## config.mk

```make
export PLATFORM = sky130hd
export DESIGN_NAME = fsac_top
export DESIGN_NICKNAME = d
export VERILOG_FILES = /design/src/fsac_pkg.sv /design/src/fsac_checker.sv /design/src/fsac_top.sv
export SDC_FILE = /design/constraint.sdc
export NUM_CORES = 1
export LEC_CHECK = 0
export BUFFER_PORTS_ARGS = -buffer_cell sky130_fd_sc_hd__buf_2
export CORE_ASPECT_RATIO = 1.4
export CORE_UTILIZATION = 53
export DETAILED_ROUTE_END_ITERATION = 8
export PLACE_DENSITY = 0.8
export SLEW_MARGIN = 10
export SYNTH_ARGS = -nofsm -noshare
export SYNTH_HDL_FRONTEND = slang
export SYNTH_SLANG_ARGS = --single-unit
export TNS_END_PERCENT = 20
```

## constraint.sdc

```tcl
create_clock -name sys_clk -period 2.8 [get_ports sys_clk]
set_input_delay 0.42 -clock sys_clk [delete_from_list [all_inputs] [get_ports sys_clk]]
set_output_delay 0.42 -clock sys_clk [all_outputs]
set_load 0.01 [all_outputs]
```

## src/fsac_pkg.sv

```systemverilog
// package for the flash security access control block
// assumes a byte-wide register port and 512-byte flash pages
package fsac_pkg;
   // -----------------------------------------------------------------
   // register offsets and fields
   // -----------------------------------------------------------------
   localparam logic [7:0] STORE_CONTROL_REG_ADDR = 8'h8f;
   localparam logic [7:0] FLASH_KEY_REG_ADDR     = 8'hb7;
   localparam logic [7:0] RESET_SOURCE_REG_ADDR  = 8'h10;
   localparam logic [7:0] LOCK_STATE_REG_ADDR    = 8'h11;
   localparam int         WRITE_ENABLE_BIT       = 0;
   localparam int         ERASE_ENABLE_BIT       = 1;
   localparam int         FLASH_ERROR_BIT        = 6;
   localparam int         POWER_ON_RESET_BIT     = 1;
   localparam logic [7:0] KEY_FIRST              = 8'ha5;
   localparam logic [7:0] KEY_SECOND             = 8'hf1;
   localparam logic [7:0] RESET_VALUE            = 8'h00;
   // -----------------------------------------------------------------
   // flash geometry and timing
   // -----------------------------------------------------------------
   localparam int         ADDR_W                 = 14;
   localparam int         PAGE_SHIFT             = 9;
   localparam int         LOCK_BYTE_ADDR         = 16'h3dff;
   localparam int         RESERVED_BASE          = 16'h3e00;
   localparam int         CLK_MHZ                = 125;
   localparam int         WRITE_TIME_US          = 40;
   localparam int         WRITE_CYCLES           = WRITE_TIME_US * CLK_MHZ;
   // key sequence state, shown on the flash key register bits 1..0
   typedef enum logic [1:0] {KEY_LOCKED, KEY_HALF, KEY_OPEN, KEY_DEAD} fsac_key_t;
   // who issues a flash request
   typedef enum logic [1:0] {SRC_FW_UNLOCKED, SRC_FW_LOCKED, SRC_DEBUG} fsac_src_t;
   typedef enum logic [1:0] {OP_READ, OP_WRITE, OP_ERASE, OP_DEVICE_ERASE} fsac_op_t;
   // one flash request
   typedef struct packed {
      logic                valid;
      fsac_src_t           src;
      fsac_op_t            op;
      logic [ADDR_W-1:0]   addr;
      logic [7:0]          data;
   } fsac_req_t;
   // verdict for one request
   typedef struct packed {
      logic allow;
      logic ignore;
      logic error;
   } fsac_verdict_t;
endpackage

```

## src/fsac_checker.sv

```systemverilog
// decision logic: judges one flash request against the lock state
// assumes the lock byte is latched at reset by the caller
`timescale 1ns/1ns
module fsac_checker #(
   parameter int ADDR_W = fsac_pkg::ADDR_W
) (
   input  wire fsac_pkg::fsac_req_t     req,
   input  wire logic [7:0]              lockByte,
   output fsac_pkg::fsac_verdict_t      verdict
);
   localparam int PAGE_LO = fsac_pkg::PAGE_SHIFT;
   logic [7:0]  lockedPages;
   logic        anyLocked;
   logic [ADDR_W-PAGE_LO-1:0] page;
   logic        inLockPage;
   logic        inReserved;
   logic        isLockByte;
   logic        inLockedPage;
   logic        fromDebug;
   logic        fwLocked;
   logic        forbid;

   // the address must reach past the reserved base
   if ((1 << ADDR_W) <= fsac_pkg::RESERVED_BASE)
   begin : g_bad_width
      $error("address too narrow for the reserved area");
   end

   // -----------------------------------------------------------------
   // page classification
   // -----------------------------------------------------------------
   assign lockedPages  = ~lockByte;
   assign anyLocked    = (lockByte != 8'hff);
   assign page         = req.addr[ADDR_W-1:PAGE_LO];
   assign inReserved   = (32'(req.addr) >= fsac_pkg::RESERVED_BASE);
   assign inLockPage   = (page == (ADDR_W-PAGE_LO)'(fsac_pkg::LOCK_BYTE_ADDR >> PAGE_LO));
   assign isLockByte   = (32'(req.addr) == fsac_pkg::LOCK_BYTE_ADDR);
   assign inLockedPage = (32'(page) < 32'(lockedPages));
   assign fromDebug    = (req.src == fsac_pkg::SRC_DEBUG);
   assign fwLocked     = (req.src == fsac_pkg::SRC_FW_LOCKED);

   // forbidden-access decision
   always_comb
   begin
      forbid = 1'b0;
      if (req.op == fsac_pkg::OP_DEVICE_ERASE)
         forbid = !fromDebug;
      else if (inReserved)
         forbid = 1'b1;
      else if (inLockPage && req.op == fsac_pkg::OP_ERASE)
         forbid = 1'b1;                      // debug gets device erase
      else if (isLockByte && req.op == fsac_pkg::OP_WRITE && lockByte != 8'hff)
         forbid = 1'b1;
      else if (inLockPage && anyLocked)
         forbid = !fwLocked;
      else if (inLockedPage && !inLockPage)
         forbid = !fwLocked;
      else
         forbid = 1'b0;
      if (inLockPage && req.op == fsac_pkg::OP_ERASE && !anyLocked && fromDebug)
         forbid = 1'b0;
   end

   // verdict: debug drops silently, firmware raises a reset
   always_comb
   begin
      verdict.allow  = req.valid && !forbid;
      verdict.ignore = req.valid && forbid && fromDebug;
      verdict.error  = req.valid && forbid && !fromDebug;
   end
endmodule

```

## src/fsac_top.sv

```systemverilog
// flash security access control top: registers, key sequence, gating
// assumes one clock, requests held until busy falls, flash array outside
`timescale 1ns/1ns
// Behaviour
// - data-move writes go to flash if enabled; data-move reads go to data ram
// - software flash writes need the store write enable bit
// - software page erase needs write and erase enable bits
// - first n pages locked, n being the inverted lock byte
// - lock byte page locked whenever any lock byte bit is zero
// - unlocked pages open to debug and all firmware
// - locked pages: debug refused, unlocked firmware resets, locked firmware allowed
// - lock page while locked: debug refused, unlocked firmware resets
// - no lock: debug may erase lock page; firmware erase resets
// - while locked only debug device erase clears the lock page
// - lock byte changes while locked refused from debug, reset from firmware
// - written lock byte only altered by debug device erase
// - reserved area refused from debug, resets from firmware
// - prohibited firmware access resets and sets the flash error flag
// - prohibited debug operations silently dropped, no reset
// - new lock value applies only after the next device reset
// - interrupts during write or erase held until the operation ends
// - key 0xa5 then 0xf1 before each firmware write or erase; wrong key locks out
// - erase with both enables clears the whole page to all ones
// - execution stalled for the full write or erase time
module fsac_top #(
   parameter int WRITE_CYCLES = fsac_pkg::WRITE_CYCLES
) (
   input  wire  logic                        sys_clk,
   input  wire  logic                        arst_n,
   input  wire  logic [7:0]                  regAddr,
   input  wire  logic [7:0]                  regWdata,
   input  wire  logic                        regWrite,
   input  wire  logic                        regRead,
   output logic [7:0]                        regRdata,
   input  wire  fsac_pkg::fsac_req_t         req,
   input  wire  logic                        dataMoveRead,
   input  wire  logic [7:0]                  storedLockByte,
   input  wire  logic                        porEvent,
   output logic                              ramSelect,
   output logic                              flashRead,
   output logic                              flashWrite,
   output logic                              flashErase,
   output logic                              flashDeviceErase,
   output logic [fsac_pkg::ADDR_W-1:0]       flashAddr,
   output logic [7:0]                        flashData,
   output logic                              cpuStall,
   output logic                              holdInterrupts,
   output logic                              errorReset,
   output logic                              reqDone
);
   // refuse a zero write time at elaboration
   if (WRITE_CYCLES < 1)
   begin : g_bad_time
      $error("write time must be at least one cycle");
   end

   fsac_pkg::fsac_key_t     keyState_q;
   fsac_pkg::fsac_verdict_t verdict;
   fsac_pkg::fsac_req_t     gated;
   logic                    writeEn_q;
   logic                    eraseEn_q;
   logic                    flashErr_q;
   logic                    porFlag_q;
   logic [7:0]              lockLatched_q;
   logic                    lockCaught_q;
   logic [31:0]             busyCnt_q;
   logic                    busy;
   logic                    fwModify;
   logic                    keyOk;
   logic                    badKey;

   // -----------------------------------------------------------------
   // request shaping
   // -----------------------------------------------------------------
   assign busy     = (busyCnt_q != 32'h0);
   assign fwModify = req.valid && req.src != fsac_pkg::SRC_DEBUG
                     && req.op inside {fsac_pkg::OP_WRITE, fsac_pkg::OP_ERASE};
   assign keyOk    = (keyState_q == fsac_pkg::KEY_OPEN);

   // firmware write becomes erase when the erase enable is set
   always_comb
   begin
      gated = req;
      gated.valid = req.valid && !busy;
      if (req.src != fsac_pkg::SRC_DEBUG && req.op == fsac_pkg::OP_WRITE && eraseEn_q)
         gated.op = fsac_pkg::OP_ERASE;
   end

   // an enabled firmware modify without a good key locks the flash
   assign badKey = fwModify && !busy && writeEn_q && !keyOk;

   fsac_checker u_checker (
      .req      (gated),
      .lockByte (lockLatched_q),
      .verdict  (verdict)
   );

   // -----------------------------------------------------------------
   // lock byte capture, only on the first edge after reset release
   // -----------------------------------------------------------------
   always_ff @(posedge sys_clk or negedge arst_n)
   begin
      if (!arst_n)
      begin
         lockLatched_q <= 8'h00;
         lockCaught_q  <= 1'b0;
      end
      else if (!lockCaught_q)
      begin
         lockLatched_q <= storedLockByte;
         lockCaught_q  <= 1'b1;
      end
   end

   // -----------------------------------------------------------------
   // control register: store write and erase enables
   // -----------------------------------------------------------------
   always_ff @(posedge sys_clk or negedge arst_n)
   begin
      if (!arst_n)
      begin
         writeEn_q <= 1'b0;
         eraseEn_q <= 1'b0;
      end
      else if (regWrite && regAddr == fsac_pkg::STORE_CONTROL_REG_ADDR)
      begin
         writeEn_q <= regWdata[fsac_pkg::WRITE_ENABLE_BIT];
         eraseEn_q <= regWdata[fsac_pkg::ERASE_ENABLE_BIT];
      end
   end

   // key sequence; each enabled firmware write or erase request relocks it
   always_ff @(posedge sys_clk or negedge arst_n)
   begin
      if (!arst_n)
         keyState_q <= fsac_pkg::KEY_LOCKED;
      else if (keyState_q == fsac_pkg::KEY_DEAD)
         keyState_q <= fsac_pkg::KEY_DEAD;
      else if (badKey)
         keyState_q <= fsac_pkg::KEY_DEAD;
      else if (fwModify && !busy && writeEn_q && keyOk)
         keyState_q <= fsac_pkg::KEY_LOCKED;
      else if (regWrite && regAddr == fsac_pkg::FLASH_KEY_REG_ADDR)
      begin
         unique case (keyState_q)
            fsac_pkg::KEY_LOCKED:
               keyState_q <= (regWdata == fsac_pkg::KEY_FIRST) ?
                             fsac_pkg::KEY_HALF : fsac_pkg::KEY_DEAD;
            fsac_pkg::KEY_HALF:
               keyState_q <= (regWdata == fsac_pkg::KEY_SECOND) ?
                             fsac_pkg::KEY_OPEN : fsac_pkg::KEY_DEAD;
            fsac_pkg::KEY_OPEN:
               keyState_q <= fsac_pkg::KEY_DEAD;
            fsac_pkg::KEY_DEAD:
               keyState_q <= fsac_pkg::KEY_DEAD;
         endcase
      end
   end

   // -----------------------------------------------------------------
   // reset source flags; error set wins over software clear
   // -----------------------------------------------------------------
   always_ff @(posedge sys_clk or negedge arst_n)
   begin
      if (!arst_n)
      begin
         flashErr_q <= 1'b0;
         porFlag_q  <= 1'b1;
      end
      else
      begin
         if (verdict.error)
            flashErr_q <= 1'b1;
         else if (regWrite && regAddr == fsac_pkg::RESET_SOURCE_REG_ADDR)
            flashErr_q <= 1'b0;
         if (porEvent)
            porFlag_q <= 1'b1;
         else if (regWrite && regAddr == fsac_pkg::RESET_SOURCE_REG_ADDR)
            porFlag_q <= regWdata[fsac_pkg::POWER_ON_RESET_BIT];
      end
   end

   // -----------------------------------------------------------------
   // hardware-timed operation counter
   // -----------------------------------------------------------------
   always_ff @(posedge sys_clk or negedge arst_n)
   begin
      if (!arst_n)
         busyCnt_q <= 32'h0;
      else if (busy)
         busyCnt_q <= busyCnt_q - 32'h1;
      else if (verdict.allow && gated.op != fsac_pkg::OP_READ
               && (gated.src == fsac_pkg::SRC_DEBUG || (writeEn_q && keyOk)))
         busyCnt_q <= 32'(WRITE_CYCLES);
   end

   // -----------------------------------------------------------------
   // flash strobes, all registered
   // -----------------------------------------------------------------
   always_ff @(posedge sys_clk or negedge arst_n)
   begin
      if (!arst_n)
      begin
         flashRead        <= 1'b0;
         flashWrite       <= 1'b0;
         flashErase       <= 1'b0;
         flashDeviceErase <= 1'b0;
         flashAddr        <= '0;
         flashData        <= 8'h00;
         errorReset       <= 1'b0;
         reqDone          <= 1'b0;
         ramSelect        <= 1'b0;
      end
      else
      begin
         flashAddr  <= gated.addr;
         flashData  <= gated.data;
         ramSelect  <= dataMoveRead;
         flashRead  <= verdict.allow && gated.op == fsac_pkg::OP_READ;
         flashWrite <= verdict.allow && gated.op == fsac_pkg::OP_WRITE && !badKey
                       && (gated.src == fsac_pkg::SRC_DEBUG || writeEn_q);
         flashErase <= verdict.allow && gated.op == fsac_pkg::OP_ERASE && !badKey
                       && (gated.src == fsac_pkg::SRC_DEBUG
                           || (writeEn_q && eraseEn_q));
         flashDeviceErase <= verdict.allow && gated.op == fsac_pkg::OP_DEVICE_ERASE;
         errorReset <= verdict.error;
         reqDone    <= gated.valid;
      end
   end

   // stall and interrupt hold follow the operation timer
   always_ff @(posedge sys_clk or negedge arst_n)
   begin
      if (!arst_n)
      begin
         cpuStall       <= 1'b0;
         holdInterrupts <= 1'b0;
      end
      else
      begin
         cpuStall       <= busy;
         holdInterrupts <= busy;
      end
   end

   // -----------------------------------------------------------------
   // register read port, data one cycle after the strobe
   // -----------------------------------------------------------------
   always_ff @(posedge sys_clk or negedge arst_n)
   begin
      if (!arst_n)
         regRdata <= fsac_pkg::RESET_VALUE;
      else if (regRead)
      begin
         regRdata <= 8'h00;
         unique case (regAddr)
            fsac_pkg::STORE_CONTROL_REG_ADDR: regRdata <= {6'h00, eraseEn_q, writeEn_q};
            fsac_pkg::FLASH_KEY_REG_ADDR:     regRdata <= {6'h00, keyState_q};
            fsac_pkg::RESET_SOURCE_REG_ADDR:
               regRdata <= {1'b0, flashErr_q, 4'h0, porFlag_q, 1'b0};
            fsac_pkg::LOCK_STATE_REG_ADDR:    regRdata <= lockLatched_q;
            default:                          regRdata <= 8'h00;
         endcase
      end
      else
         regRdata <= 8'h00;
   end
endmodule

```

==> out/results.txt, run 1 <==
# diodes: 0
DRC viols: 0
Clock Latency Late Sink: 0.36 ns
Total global routing overflow: 0
Clock buffer depth: 2
Post-Syn Instances: 326
Final cell count without fillers: 529
Yosys warning total: 0
DR vias: 2,800
DP HPWL: 5780 um
Fin. Hold Viols: 0
Syn-to-layout area delta: 20.6%
EDFF count, synth: 0
DR pass1 iterations: 4
Mapped Avg Cell Area: 11.6 um2
Tcrit/Tclk final: 83.0%
Clk sink count: 85
Port Buf Inserts: 95
Crit path max fanout: 5
FF-to-FF path depth: 8
MaxCap Viol Count: 0
RSZ-0062 raised after global routing: false
FF+latch count, synth: 85
Root buffer cell: clkbuf_8
Area of the core: 0.00694 mm2
Yosys cell types: 61
Worst setup path start: busyCnt_q[0]
Period minus WS final: 2.33 ns
Die height: 102 um
Status: complete, no violations
I/O pins: 96
Wire per inst: 14.5 um
WP data required: 3.05 ns
Startpoint types: flop
Yosys top cell by area: dfrtp_1
CTS buffer count: 9
Mapped Nets: 392
Max Fclk: 0.430 GHz
Final WS setup: 0.475 ns
Clock skew: 0.00674 ns
Final setup fails: 0
Initial core utilization: 54.6%
Top FF cell, synth: dfrtp_1
Crit path to: keyState_q[0]
RR Endpoint: keyState_q[0]
Site row count: 36
Largest net degree at the start of global routing: 49
Vias in the first global route: 2,718
Placed Cells: 513
Htree depth: 3
Setup CP Type: reg -> reg
DIE AREA: 0.00749 mm2
Post-place setup slack: 0.502 ns
Post-synth ARST share: 100%
Share of cells above drive strength 1: 32.3%
RR Startpoint: busyCnt_q[0]
Max VDD drop: 0.427 mV
Area share of the largest cell type after synthesis: 55.5%
Worst min path class: in -> async
Final Slew Violations: 0
Normalized max-slew margin: 49.9%
CTS clk-pin slew, worst paths: 0.09 ns
Antenna violations before repair: 0
Seq/Total Area, Yosys: 56.2%
Post-CTS sizing: 0
First-pass GRT wire length: 12,000 um
TritonCTS clock tree: done
Via/cell ratio: 5.29
Synth area leaders: dfrtp_1 56%, xor2_1 3.7%, ha_1 3.0%, mux2_2 3.0%, nand2_1 2.8%
Nets: 495
All-layer global routing usage: 21.5%
Worst-Margin Slew: 0.740 ns
Setup Buffers After CTS: 0
Chip width: 73.4 um
P_leak: 0.00227 uW
Synth Cell Area: 0.00378 mm2
Power Density: 500 mW/mm2
Worst path arrival time: 2.58 ns
Crit. End Element: flop
Total Neg Setup Slack: 0 ns
Fill cells: 580
Total wire length: 7680 um
Routability congestion estimate: 0.878
Reg2Reg Setup Slack: 0.47 ns
Hold_buf cts: 0
Antenna Nets Post-Route: 0
Iteration-0 DRC Markers: 115
## cell usage after synthesis (all sizes together), types with 3 or more instances
cell,number
nor3,17
xor2,16
nand3,10
a31oi,4
nor2,26
mux2,10
nand3b,3
dfrtp,84
inv,15
nand4,8
nor4,10
ha,9
o21ai,12
or3,5
nand2,28
nand2b,7
nor4b,5
xnor2,12
## layer usage
layer | vias to the layer above | GRT usage, % | share of wire (%)
met1 | 1359 | 25.2 | 41
met4 | 0 | 10.8 | 1.8
met2 | 67 | 36.3 | 53
li1 | 1362 | - | -
met3 | 12 | 5.62 | 4.3
met5 | - | 0 | 0
## power by group
| part | total [uW] | switching, uW | internal (uW) |
|---|---|---|---|
| registers | 1280 | 24.2 | 1260 |
| logic | 192 | 105 | 87.2 |
| clock network | 803 | 469 | 334 |
| total | 2280 | 599 | 1680 |
## worst min-delay path by stage
stage / start / to / slack (ns) / depth (start not counted)
2_1_floorplan: arst_n / busyCnt_q[0] / 0.12 / 0
3_3_place_gp: arst_n / flashData[4] / 0.40 / 1
3_5_place_dp: arst_n / flashData[0] / 0.41 / 1
4_1_cts: arst_n / flashAddr[1] / 0.02 / 1
5_1_grt: arst_n / flashAddr[7] / 0.04 / 1
6_report: arst_n / flashAddr[7] / 0.0002 / 1
## state kept, by name (all words and copies together), names as in the netlist
name	cells
lockLatched_q	8
flashAddr	14
ramSelect	1
writeEn_q	1
errorReset	1
flashErr_q	1
busyCnt_q	32
flashErase	1
lockCaught_q	1
flashRead	1
keyState_q	2
reqDone	1
eraseEn_q	1
flashData	8
porFlag_q	1
holdInterrupts	1
flashWrite	1
regRdata	8
flashDeviceErase	1
## kinds of logic (layout without fill, tap and decap cells)
group / after synthesis / after routing / share of synthesized area [%]
AO/OA/AOI/OAI: 38 / 38 / 7.27
AND/OR/NAND/NOR: 134 / 134 / 21.4
buffers and inverters: 19 / 127 / 2.02
XOR/XNOR: 28 / 28 / 6.48
flip-flops: 85 / 85 / 56.2
other: 1 / 1 / 0.0991
adder cells (fa/ha/maj): 9 / 9 / 2.98
multiplexers: 12 / 12 / 3.50
## cell type report
| class | instances | area [um2] | area share, % |
|---|---|---|---|
| flip-flops and latches | 85 | 2130 | 46.6 |
| clock inverters | 7 | 57.6 | 1.26 |
| repair buffers | 96 | 498 | 10.9 |
| well taps | 95 | 119 | 2.60 |
| multi-input cells | 222 | 1580 | 34.6 |
| clock buffers | 9 | 124 | 2.71 |
| inverters | 15 | 56.3 | 1.23 |
## per-stage QoR
step / hold WS (ns) / total power [uW] / area, um2 / util, %
after floorplan: 0.124 / 1390 / 3780 / -
after global placement: 0.404 / 1490 / 4380 / 63.2
after detailed placement: 0.413 / 1500 / 4380 / 63.2
after CTS: 0.0161 / 2300 / 4560 / 65.8
after global routing: 0.0368 / 2370 / 4560 / 65.8
final: 0.000211 / 2280 / 4560 / 65.8
## placed cells by master (no fill, tap or decap), drive strengths merged, types with 3 or more instances in the layout
cell / n
nor4b: 5
buf: 96
clkbuf: 9
dfrtp: 84
xnor2: 12
nand4: 8
or3: 5
nand2b: 7
nand3: 10
inv: 18
nor2: 26
o21ai: 12
a31oi: 4
nor3: 17
nor4: 10
nand2: 28
nand3b: 3
xor2: 16
mux2: 10
ha: 9
## worst max-delay path, stage by stage (launching register included)
cell	delay, ns
dfrtp_1	0.44
inv_1	0.08
ha_1	0.23
nor4b_1	0.36
and4b_4	0.34
nand4_2	0.17
nor4b_4	0.31
and3b_1	0.24
nor3_2	0.05
Note: power is estimated with default switching activity, not from simulation.
==> run 2, diff against run 1 <==
--- a/config.mk
+++ b/config.mk
@@ -7,9 +7,9 @@
 export LEC_CHECK = 0
 export BUFFER_PORTS_ARGS = -buffer_cell sky130_fd_sc_hd__buf_2
 export CORE_ASPECT_RATIO = 1.4
-export CORE_UTILIZATION = 53
+export CORE_UTILIZATION = 48
 export DETAILED_ROUTE_END_ITERATION = 8
-export PLACE_DENSITY = 0.8
+export PLACE_DENSITY = 0.76
 export SLEW_MARGIN = 10
 export SYNTH_ARGS = -nofsm -noshare
 export SYNTH_HDL_FRONTEND = slang
==> constraint.sdc (replaced) <==
create_clock -name sys_clk -period 2 [get_ports sys_clk]
set_input_delay 0.3 -clock sys_clk [delete_from_list [all_inputs] [get_ports sys_clk]]
set_output_delay 0.3 -clock sys_clk [all_outputs]
set_load 0.01 [all_outputs]
==> out/results.txt, run 2 (synthesized netlist as in run 1, its figures left out) <==
Status: complete, but fails checks
Failing checks: setup timing
Root buffer cell: clkbuf_8
MaxCap Viol Count: 0 (unchanged)
Syn-to-layout area delta: 33.8%
Clk sink count: 85 (unchanged)
Port Buf Inserts: 95 (unchanged)
Share of cells above drive strength 1: 41.4% (+9.2 points)
Antenna Nets Post-Route: 0 (unchanged)
Die height: 107 um (+5.0%)
DP HPWL: 6030 um (+4.3%)
CTS clk-pin slew, worst paths: 0.09 ns (about the same)
Initial core utilization: 50.5% (-4.1 points)
First-pass GRT wire length: 13,200 um (+9.4%)
Fin. Hold Viols: 0 (unchanged)
Total wire length: 8080 um (+5.3%)
Crit path max fanout: 4 (-1)
Clock Latency Late Sink: 0.37 ns (about the same)
Fill cells: 599 (+3.3%)
Via/cell ratio: 5.17 (-2.3%)
Most flops, register: busyCnt_q
RSZ-0062 raised after global routing: true
Wire per inst: 14.2 um (-2.3%)
Routability congestion estimate: 0.806 (-8.2%)
Total global routing overflow: 0 (unchanged)
DIE AREA: 0.00825 mm2 (+10%)
Worst min path class: in -> reg
RR Startpoint: busyCnt_q[1]
Hold Slack: 0.0298 ns (+0.0295 ns)
DR pass1 iterations: 4 (unchanged)
DRC viols: 0 (unchanged)
Antenna violations before repair: 0 (unchanged)
Startpoint types: flop
# diodes: 0 (unchanged)
All-layer global routing usage: 20.8% (-0.70 points)
Hold Path End: flashData[6]
Commonest non-fill, non-tap cell in the layout: buf_2
Largest regs: busyCnt_q (32), flashAddr (14)
Iteration-0 DRC Markers: 152 (+32%)
Largest net degree at the start of global routing: 50 (+2.0%)
Power Density: 678 mW/mm2 (+36%)
Period minus WS final: 2.03 ns (-0.290 ns)
Final Core Density: 67.5% (+1.7 points)
Final setup fails: 1 (+1)
Chip width: 77.1 um (+4.9%)
Clock buffer depth: 2 (unchanged)
Final WS setup: -0.0346 ns (-0.510 ns)
Worst path arrival time: 2.33 ns (-0.25 ns)
Area of the multi-input gates: 0.00172 mm2 (+8.6%)
Final Slew Violations: 0 (unchanged)
Commonest cells after routing, fill and taps aside: 94 x buf_2, 84 x dfrtp_1, 37 x buf_4
Hold_sp: req[6]
Clock skew: 0.0109 ns (+0.00416 ns)
Total Neg Setup Slack: -0.0346 ns (-0.0346 ns)
Hold Path Cell Cnt: 1
Crit. End Element: flop
Max VDD drop: 0.566 mV (+33%)
Nets: 535 (+8.1%)
WP data required: 2.29 ns (-0.76 ns)
Max reg flops: 32 (unchanged)
RR Endpoint: busyCnt_q[16]
Htree depth: 3 (unchanged)
Vias in the first global route: 3,073 (+13%)
FF-to-FF path depth: 9 (+1)
I/O pins: 96 (unchanged)
Reg2Reg Setup Slack: -0.03 ns (-0.51 ns)
Setup CP Type: reg -> reg
Final cell count without fillers: 570 (+7.8%)
TritonCTS clock tree: done
Site row count: 37 (+2.8%)
DR vias: 2,947 (+5.3%)
P_leak: 0.00247 uW (+8.6%)
Post-place setup slack: -0.0489 ns (-0.551 ns)
Max Fclk: 0.491 GHz (+14%)
Register area: 0.00213 mm2 (unchanged)
Area of the core: 0.00750 mm2 (+8.1%)
Placed Cells: 552 (+7.6%)
Tcrit/Tclk final: 102% (+19 points)
CTS buffer count: 9 (unchanged)
==> run 2: worst max-delay path by stage <==
stage / start / endpoint / slack (ns) / depth (start not counted)
floorplan: busyCnt_q[0] / busyCnt_q[6] / 0.0007 / 8
global placement: busyCnt_q[1] / keyState_q[0] / 0.03 / 8
detailed placement: busyCnt_q[1] / busyCnt_q[21] / -0.05 / 9
CTS: busyCnt_q[1] / busyCnt_q[16] / -0.04 / 9
global route: busyCnt_q[1] / busyCnt_q[16] / -0.14 / 9
finish: busyCnt_q[1] / busyCnt_q[16] / -0.03 / 9
==> run 2: power breakdown <==
group	leakage (uW)	switching [uW]	internal (uW)
combinational	0.00130	151	136
sequential	0.00106	32.6	1760
clock	0.000108	637	711
==> run 2: timing repair <==
| action | CTS | global route |
|---|---|---|
| pin swaps | 4 | 5 |
| endpoints found under the setup margin | 12 | 27 |
| endpoints found under the hold margin | 35 | 0 |
| resized for setup | 10 | 18 |
| hold buffers | 1 | 0 |
| setup buffers | 1 | 1 |
==> run 2: per-layer routing <==
| layer | wire length (um) | vias up | share of wire (%) | global-route usage (%) |
|---|---|---|---|---|
| li1 | - | 1449 | - | - |
| met1 | 3200 | 1405 | 40 | 22.4 |
| met5 | 0 | - | 0 | 0 |
| met4 | 195 | 0 | 2.4 | 9.57 |
| met3 | 416 | 17 | 5.1 | 7.06 |
| met2 | 4270 | 76 | 53 | 36.5 |
==> run 2: metrics by stage <==
stage / total power [uW] / cell area (um2)
2_1_floorplan: 1940 / 3790
5_1_grt: 3580 / 5060
3_5_place_dp: 2120 / 4680
3_3_place_gp: 2110 / 4680
6_report: 3430 / 5060
4_1_cts: 3470 / 4960
==> run 2: area by class of cell <==
class / instances / area share, %
timing repair buffer: 136 / 16.2
sequential: 85 / 42.0
multi-input combinational: 222 / 33.9
clock buffer: 9 / 2.45
clock inverter: 6 / 1.90
tap: 97 / 2.40
inverter: 15 / 1.11
==> run 2: worst max-delay path: stages, from the launching register on <==
cell and delay (ns):
dfrtp_1 0.41, inv_1 0.06, ha_2 0.17, nor4b_4 0.21
and4b_4 0.32, buf_6 0.11, o21ai_2 0.05, or3_4 0.35
nor3_4 0.13, xor2_1 0.15
